===== config.mk =====
export PLATFORM = sky130hd
export DESIGN_NAME = adc_filter_trigger_control
export DESIGN_NICKNAME = d
export VERILOG_FILES = /design/src/core/adc_ctl_pkg.sv /design/src/core/adc_filter_trigger_control.sv
export SDC_FILE = /design/constraint.sdc
export NUM_CORES = 2
export LEC_CHECK = 0
export BUFFER_PORTS_ARGS = -buffer_cell sky130_fd_sc_hd__buf_2
export CORE_MARGIN = 2
export CORE_UTILIZATION = 50
export DETAILED_ROUTE_END_ITERATION = 8
export PLACE_DENSITY = 0.67
export SLEW_MARGIN = 20
export SYNTH_ARGS = -nofsm -noshare
export SYNTH_HDL_FRONTEND = slang
export SYNTH_SLANG_ARGS = --single-unit

===== constraint.sdc =====
create_clock -name sys_clk -period 5.1 [get_ports sys_clk]
set_clock_uncertainty 0.1 [all_clocks]
set_input_delay 1.02 -clock sys_clk [delete_from_list [all_inputs] [get_ports sys_clk]]
set_output_delay 1.02 -clock sys_clk [all_outputs]
set_load 0.05 [all_outputs]

===== src/core/adc_ctl_pkg.sv =====
package adc_ctl_pkg;

    // Register indices; byte address is four times the index
    localparam logic [3:0] IDX_MODE = 4'h0;
    localparam logic [3:0] IDX_TRIG = 4'h1;
    localparam logic [3:0] IDX_FILT_BASE = 4'h2;
    localparam logic [3:0] IDX_CONFIG = 4'h8;
    localparam logic [3:0] IDX_IRQ = 4'h9;
    localparam int NUM_FILT = 6;

    // Input mode register: pair flags at odd bits, sign flags at even bits
    localparam logic [31:0] MODE_MASK = 32'h00ff_ffff;
    localparam logic [31:0] MODE_RESET = 32'h0000_0000;
    // Trigger register: four 5-bit fields
    localparam logic [31:0] TRIG_MASK = 32'h1f1f_1f1f;
    localparam logic [31:0] TRIG_RESET = 32'h0000_0000;
    localparam int TRIG_W = 5;
    localparam int TRIG_STRIDE = 8;

    // Filter register fields
    localparam int F_ON = 31;
    localparam int F_FULL = 30;
    localparam int F_KIND = 29;
    localparam int F_RATIO_LO = 26;
    localparam int F_IRQ = 25;
    localparam int F_VALID = 24;
    localparam int F_SEL_LO = 16;
    localparam logic [31:0] FILT_CTL_MASK = 32'hfe1f_0000;
    localparam logic [31:0] FILT_RESET = 32'h0000_0000;

    // Config register: fractional output at bit 0
    localparam int CFG_FRACTIONAL_OUTPUT = 0;

    // Trigger codes
    localparam logic [4:0] TRG_NONE = 5'h00;
    localparam logic [4:0] TRG_SW_EDGE = 5'h01;
    localparam logic [4:0] TRG_SW_LEVEL = 5'h02;
    localparam logic [4:0] TRG_SCAN = 5'h03;
    localparam logic [4:0] TRG_TMR1 = 5'h05;
    localparam logic [4:0] TRG_TMR3 = 5'h06;
    localparam logic [4:0] TRG_TIMER_FIVE = 5'h07;
    localparam logic [4:0] TRG_OC1 = 5'h08;
    localparam logic [4:0] TRG_OC3 = 5'h09;
    localparam logic [4:0] TRG_OC5 = 5'h0a;
    localparam logic [4:0] TRG_CMP1 = 5'h0b;
    localparam logic [4:0] TRG_CMP2 = 5'h0c;
    localparam logic [4:0] TRG_CTU_A = 5'h0d;
    localparam logic [4:0] TRG_CTU_B = 5'h1d;

    typedef enum logic {KIND_OVERSAMPLE, KIND_AVERAGE} filter_kind_t;

    // Register port request
    typedef struct packed {
        logic [3:0] addr;
        logic [31:0] wdata;
        logic wr;
        logic rd;
    } reg_req_t;

    // One conversion result from the core
    typedef struct packed {
        logic valid;
        logic [5:0] input_id;
        logic [11:0] data;
    } conv_result_t;

    // Event sources from peripherals
    typedef struct packed {
        logic global_edge_soft_trigger;
        logic global_level_soft_trigger;
        logic scan_trigger;
        logic timer_one;
        logic timer_three;
        logic timer_five;
        logic compare_unit_one;
        logic compare_unit_three;
        logic compare_unit_five;
        logic comparator_one_output;
        logic comparator_two_output;
        logic charge_time_unit;
    } trig_src_t;

endpackage


===== src/core/adc_filter_trigger_control.sv =====
`timescale 1ns/1ps
module adc_filter_trigger_control (
    // Clock and reset
    input wire logic sys_clk,
    input wire logic srst,
    // Register port
    input wire adc_ctl_pkg::reg_req_t reg_req,
    output logic [31:0] reg_rdata,
    // Conversion core
    input wire adc_ctl_pkg::conv_result_t conv_in,
    input wire adc_ctl_pkg::trig_src_t trig_src,
    output logic [11:0] input_pair_mode,
    output logic [11:0] twos_complement_select,
    output logic [3:0] conv_start,
    // Filter interrupts
    output logic [5:0] filter_irq
);
    import adc_ctl_pkg::*;

    logic [31:0] mode_reg;
    logic [31:0] trig_reg;
    logic [31:0] cfg_reg;
    logic [31:0] filt_ctl [NUM_FILT];
    logic [15:0] filt_res [NUM_FILT];
    logic [23:0] filt_acc [NUM_FILT];
    logic [8:0] filt_cnt [NUM_FILT];
    wire [5:0] next_irq;

    wire wr_mode = reg_req.wr && reg_req.addr == IDX_MODE;
    wire wr_trig = reg_req.wr && reg_req.addr == IDX_TRIG;
    wire wr_cfg = reg_req.wr && reg_req.addr == IDX_CONFIG;
    wire fractional_output = cfg_reg[CFG_FRACTIONAL_OUTPUT];

    function automatic logic [8:0] ratio_count(input logic kind, input logic [2:0] r);
        logic [8:0] n;
        n = 9'h000;
        if (kind) begin
            n = 9'(2 << r);
        end else begin
            case (r)
                3'h0: n = 9'h004;
                3'h1: n = 9'h010;
                3'h2: n = 9'h040;
                3'h3: n = 9'h100;
                3'h4: n = 9'h002;
                3'h5: n = 9'h008;
                3'h6: n = 9'h020;
                default: n = 9'h080;
            endcase
        end
        return n;
    endfunction

    // Mean of 2 to 256 samples is the sum shifted right by code plus one
    function automatic logic [3:0] avg_shift(input logic [2:0] r);
        return {1'b0, r} + 4'h1;
    endfunction

    // oversample shift; codes 4-7 keep one fraction bit
    function automatic logic [3:0] ovs_shift(input logic [2:0] r);
        logic [3:0] s;
        s = {2'b00, r[1:0]};
        if (!r[2]) begin
            s = s + 4'h1;
        end
        return s;
    endfunction

    // Final result from the completed sum
    function automatic logic [15:0] finish(input logic [31:0] ctl, input logic [23:0] sum,
                                           input logic fr);
        logic [2:0] r;
        logic [23:0] v;
        logic [27:0] x;
        logic [15:0] o;
        r = ctl[F_RATIO_LO +: 3];
        v = 24'h000000;
        x = 28'h0000000;
        o = 16'h0000;
        if (ctl[F_KIND] == KIND_AVERAGE) begin
            v = sum >> avg_shift(r);
            // Four more bits of the mean, kept only for the full-width option
            x = {sum, 4'h0} >> avg_shift(r);
            if (fr && ctl[F_FULL]) begin
                o = x[15:0];
            end else if (fr) begin
                o = {v[11:0], 4'h0};
            end else begin
                o = 16'(v[11:0]);
            end
        end else if (r[2]) begin
            v = sum >> ovs_shift(r);
            o = v[15:0];
        end else begin
            v = sum >> ovs_shift(r);
            o = v[15:0];
        end
        return o;
    endfunction

    // shared decode for all four fields
    function automatic logic pick(input logic [4:0] code, input trig_src_t s,
                                  input logic [2:0] rise);
        logic t;
        t = 1'b0;
        case (code)
            TRG_NONE: t = 1'b0;
            TRG_SW_EDGE: t = s.global_edge_soft_trigger;
            TRG_SW_LEVEL: t = s.global_level_soft_trigger;
            TRG_SCAN: t = s.scan_trigger;
            TRG_TMR1: t = s.timer_one;
            TRG_TMR3: t = s.timer_three;
            TRG_TIMER_FIVE: t = s.timer_five;
            TRG_OC1: t = rise[0];
            TRG_OC3: t = rise[1];
            TRG_OC5: t = rise[2];
            TRG_CMP1: t = s.comparator_one_output & ~s.compare_unit_one & 1'b0;
            TRG_CMP2: t = 1'b0;
            TRG_CTU_A: t = s.charge_time_unit;
            TRG_CTU_B: t = s.charge_time_unit;
            default: t = 1'b0;
        endcase
        return t;
    endfunction

    // Rising edges of compare units and comparators
    // Previous levels reset to the idle low level, so reset makes no false edge
    wire [4:0] lvl = {trig_src.comparator_two_output, trig_src.comparator_one_output,
                      trig_src.compare_unit_five, trig_src.compare_unit_three,
                      trig_src.compare_unit_one};
    logic [4:0] lvl_prev;
    wire [4:0] rise = lvl & ~lvl_prev;

    logic [3:0] next_start;
    always_comb begin
        for (int i = 0; i < 4; i++) begin
            next_start[i] = pick(trig_reg[i*TRIG_STRIDE +: TRIG_W], trig_src, rise[2:0]);
            if (trig_reg[i*TRIG_STRIDE +: TRIG_W] == TRG_CMP1) begin
                next_start[i] = rise[3];
            end else if (trig_reg[i*TRIG_STRIDE +: TRIG_W] == TRG_CMP2) begin
                next_start[i] = rise[4];
            end
        end
    end

    always_ff @(posedge sys_clk) begin
        if (srst) begin
            lvl_prev <= 5'h00;
            conv_start <= 4'h0;
        end else begin
            lvl_prev <= lvl;
            conv_start <= next_start;
        end
    end

    // Control registers
    always_ff @(posedge sys_clk) begin
        if (srst) begin
            mode_reg <= MODE_RESET;
            trig_reg <= TRIG_RESET;
            cfg_reg <= 32'h0000_0000;
        end else begin
            if (wr_mode) begin
                mode_reg <= reg_req.wdata & MODE_MASK;
            end
            if (wr_trig) begin
                trig_reg <= reg_req.wdata & TRIG_MASK;
            end
            if (wr_cfg) begin
                cfg_reg <= {31'h0, reg_req.wdata[CFG_FRACTIONAL_OUTPUT]};
            end
        end
    end

    logic [11:0] next_pair;
    logic [11:0] next_sign;
    always_comb begin
        for (int i = 0; i < 12; i++) begin
            next_pair[i] = mode_reg[2*i+1];
            next_sign[i] = mode_reg[2*i];
        end
    end

    always_ff @(posedge sys_clk) begin
        if (srst) begin
            input_pair_mode <= 12'h000;
            twos_complement_select <= 12'h000;
        end else begin
            input_pair_mode <= next_pair;
            twos_complement_select <= next_sign;
        end
    end

    for (genvar f = 0; f < NUM_FILT; f++) begin : g_filt
        wire wr_f = reg_req.wr && reg_req.addr == 4'(IDX_FILT_BASE + f);
        wire rd_f = reg_req.rd && reg_req.addr == 4'(IDX_FILT_BASE + f);
        wire on = filt_ctl[f][F_ON];
        wire hit = on && conv_in.valid &&
                   conv_in.input_id == {1'b0, filt_ctl[f][F_SEL_LO +: 5]};
        wire [8:0] need = ratio_count(filt_ctl[f][F_KIND], filt_ctl[f][F_RATIO_LO +: 3]);
        wire last = hit && (filt_cnt[f] + 9'h001 == need);
        wire [23:0] sum = filt_acc[f] + 24'(conv_in.data);

        always_ff @(posedge sys_clk) begin
            if (srst) begin
                filt_ctl[f] <= FILT_RESET;
                filt_res[f] <= 16'h0000;
                filt_acc[f] <= 24'h000000;
                filt_cnt[f] <= 9'h000;
            end else begin
                if (wr_f) begin
                    filt_ctl[f] <= (reg_req.wdata & FILT_CTL_MASK) |
                                   {7'h0, filt_ctl[f][F_VALID], 24'h0};
                    filt_acc[f] <= 24'h000000;
                    filt_cnt[f] <= 9'h000;
                    if (!reg_req.wdata[F_ON]) begin
                        filt_ctl[f][F_VALID] <= 1'b0;
                    end else if (last) begin
                        filt_ctl[f][F_VALID] <= 1'b1;
                        filt_res[f] <= finish(filt_ctl[f], sum, fractional_output);
                    end
                end else begin
                    if (!on) begin
                        filt_acc[f] <= 24'h000000;
                        filt_cnt[f] <= 9'h000;
                    end else if (last) begin
                        filt_acc[f] <= 24'h000000;
                        filt_cnt[f] <= 9'h000;
                        filt_res[f] <= finish(filt_ctl[f], sum, fractional_output);
                    end else if (hit) begin
                        filt_acc[f] <= sum;
                        filt_cnt[f] <= filt_cnt[f] + 9'h001;
                    end
                    // read clears valid; a new result wins
                    if (last) begin
                        filt_ctl[f][F_VALID] <= 1'b1;
                    end else if (rd_f) begin
                        filt_ctl[f][F_VALID] <= 1'b0;
                    end
                end
            end
        end

        assign next_irq[f] = filt_ctl[f][F_IRQ] & filt_ctl[f][F_VALID];
    end

    // One process owns every interrupt bit
    always_ff @(posedge sys_clk) begin
        if (srst) begin
            filter_irq <= 6'h00;
        end else begin
            filter_irq <= next_irq;
        end
    end

    // Read mux; unmapped reads return zero
    logic [31:0] next_rdata;
    always_comb begin
        next_rdata = 32'h0000_0000;
        if (reg_req.rd) begin
            if (reg_req.addr == IDX_MODE) begin
                next_rdata = mode_reg;
            end else if (reg_req.addr == IDX_TRIG) begin
                next_rdata = trig_reg;
            end else if (reg_req.addr == IDX_CONFIG) begin
                next_rdata = cfg_reg;
            end else if (reg_req.addr == IDX_IRQ) begin
                next_rdata = {26'h0, filter_irq};
            end else begin
                for (int i = 0; i < NUM_FILT; i++) begin
                    if (reg_req.addr == 4'(IDX_FILT_BASE + i)) begin
                        next_rdata = filt_ctl[i] | {16'h0, filt_res[i]};
                    end
                end
            end
        end
    end

    always_ff @(posedge sys_clk) begin
        if (srst) begin
            reg_rdata <= 32'h0000_0000;
        end else begin
            reg_rdata <= next_rdata;
        end
    end

endmodule


==> results.cfg <==
[run_status]
status = finished, final reports clean

[clock_tree]
h-tree-depth = 2
ctsHoldBuffers = 0
clk_latency_ns = 0.64
cts_tree = done
root_buffer = clkbuf_16
numClockSinks = 482
cts_setup_buffers = 0
cts.path.max_buffers = 3
path_clk_slew_ns = 0.06
cts_buffers = 56
post_cts_resized = 0

[synth]
synth_edf_count = 366
syn_avg_cell_area_um2 = 8.68
synth-seq-cells = 482
synth_top_flop_cell = edfxtp_1
ys_top_cells_by_count = 490 x nor2_1, 466 x nand2_1, 366 x edfxtp_1, 305 x a21oi_1, 238 x clkbuf_1
ys_types = 116
ys_seq_area_share_pct = 36.0
synth_area_um2 = 37000
async_flop_share_pct = 0
synth_most_common_cell = nor2_1
synthCells = 4266
ys_warn_count = 0
synth_nets = 4445
yosys-top-cells-area = edfxtp_1 30%, dfxtp_1 6.3%, nor2_1 5.0%
netlist.area_leader.share_pct = 29.7
synth_largest_area_cell = edfxtp_1

[die]
std_cell_rows = 99
io_pins = 137
die_w_um = 276
fp.dieArea_um2 = 76200
core_area_um2 = 73100
die_h_um = 276
start_util_pct = 50.7

[layout]
regMostFlops = filt_acc
largest_reg_flops = 138
reg.largest.list = filt_acc: 138 flops, filt_res: 96 flops, filt_ctl: 78 flops
nets = 4470
area_growth_pct = 10.2
drive_above_1_share_pct = 12.6
final_util_pct = 55.8
fin_area_um2 = 40800

[worst_setup_path]
worstPathArrival_ns = 4.69
cp_slowest_stage_delay_ns = 0.55
start_kind = flip-flop
critical_path_buf_inv_count = 2
cp_top_family = simple AND/OR/NAND/NOR gates
crit_top_cell = nand2_1
crit_path_end_kind = flip-flop
crit_chain = buf_4 -> inv_1 -> ha_1 -> nand2_1 -> o21ai_0 -> xnor2_1 -> nor2_1 -> nand4_1 -> nor4_2 -> nand2_1 -> nor2_1 -> nand2_1 -> o32ai_1
path_class = reg -> reg
worstPathRequired_ns = 5.44
cp_slowest_cell = nor2_1
path_max_fanout = 26

[route]
ant_nets = 0
m1WireLength_um = 51400
first_iter_violations = 3894
wl_per_cell_um = 23.2
dr_wl_met3_um = 10900
dr.pass1.iters = 7
highest_layer = met5
drc_errors = 0
num_vias = 33919
vias_per_cell = 6.40
routed-wl-met2_um = 54800
drt_wl_total_um = 123000

[timing]
hold_violations = 0
fin_crit_ns = 4.34
max_freq_mhz = 230
setup-tns-final_ns = 0
maxSlewViolCount = 0
fin_crit_sh_pct = 85.2
setup_viol = 0
maxSlewHeadroom_pct = 30.7
worst_pin_slew_ns = 1.04
rsz0062_at_grt = no

[global_routing]
grt_pass1_wl_um = 188000
grt_pass1_vias = 31294
overflow = 0
grt_util_all_layers_pct = 31.2
grt_max_degree = 53
antenna_found_initial = 11

[power_and_ir_drop]
ir_worst_vdd_mv = 0.276
p_per_area_nw_per_um2 = 289
power_leakage_nw = 15.6

[place]
gp_congestion = 1.00
port_buffers = 136
dpl.hpwl_um = 90000
placed_area_um2 = 38800

[run]
drv_cap = 0

[min_path]
hp-class = reg -> reg
-- cell type report --
class	instances	area [µm²]
fill	6751	32300
tap	959	1200
antenna	5	12.5
clock buffer	77	1670
clock inverter	29	274
inverter	104	395
timing repair buffer	262	1650
multi-input combinational	3385	22300
sequential	482	13300
-- final timing paths --
check	start	endpoint	slack, ns	cells after the start
worst max-delay path	filt_ctl[0][27]$_SDFFCE_PN0P_	filt_res[0][9]$_DFFE_PP_	0.76	13
worst min-delay path	mode_reg[21]$_SDFFE_PP0P_	mode_reg[21]$_SDFFE_PP0P_	0.36	2
worst max register to register	filt_ctl[0][27]$_SDFFCE_PN0P_	filt_res[0][9]$_DFFE_PP_	0.76	13
worst min register to register	mode_reg[21]$_SDFFE_PP0P_	mode_reg[21]$_SDFFE_PP0P_	0.36	2
-- cell usage in the layout (no fill, tap or decap), types with 17 or more instances in the layout --
cell type / n
mux2i_1: 156
nand3_1: 120
and2_1: 107
o22ai_1: 48
a31oi_1: 36
dfxtp_1: 115
ha_1: 102
nor2_1: 488
and3_1: 51
a21o_1: 41
nand2b_1: 23
nor4_1: 26
nand2_1: 466
a21oi_1: 305
buf_4: 125
clkbuf_16: 61
o21ai_0: 217
a211o_1: 25
buf_2: 135
o32ai_1: 17
xor2_1: 132
o21a_1: 33
xnor2_1: 124
mux2_2: 64
a221oi_1: 18
nor2b_1: 59
or2_2: 18
o211ai_1: 84
a22oi_1: 57
inv_1: 90
nand4_1: 42
nor3_1: 64
mux4_2: 26
edfxtp_1: 366
a211oi_1: 75
a222oi_1: 21
a22o_1: 19
-- where the power goes --
| part | internal [mW] | switching (mW) |
|---|---|---|
| logic | 1.07 | 1.90 |
| registers | 4.37 | 0.160 |
| clock network | 2.49 | 1.77 |
| total | 7.94 | 3.83 |
-- metrics by stage --
step           hold WS (ns)  power, mW  setup WS, ns  instances
6_report              0.364       11.8         0.757       5303
3_3_place_gp          0.348       7.48         0.292       5192
4_1_cts               0.363       11.7         0.810       5298
3_5_place_dp          0.355       7.49         0.258       5192
5_1_grt               0.386       12.2         0.394       5300
2_1_floorplan         0.339       6.65         0.889       4266
-- kinds of logic after synthesis --
kind of cell             after synthesis  share of synthesized area, %
buffers and inverters                399                          4.21
multiplexers                         250                          7.87
XOR/XNOR                             265                          6.43
AO/OA/AOI/OAI                       1210                          22.2
flip-flops                           482                          36.0
AND/OR/NAND/NOR                     1552                          19.6
adder cells (fa/ha/maj)              108                          3.77
-- per-layer routing --
metal	GRT usage, %	vias up
li1	-	15874
met4	14.4	8
met1	42.3	16188
met3	5.67	283
met5	0	-
met2	48.5	1566
-- worst min-delay path: cells and delay by family, from the launching register on --
family             cells  cell delay (ns)
DFF                    1             0.31
AOI/OAI and AO/OA      1             0.05
and+or+nand+nor        1             0.05
Note: power is estimated with default switching activity, not from simulation.
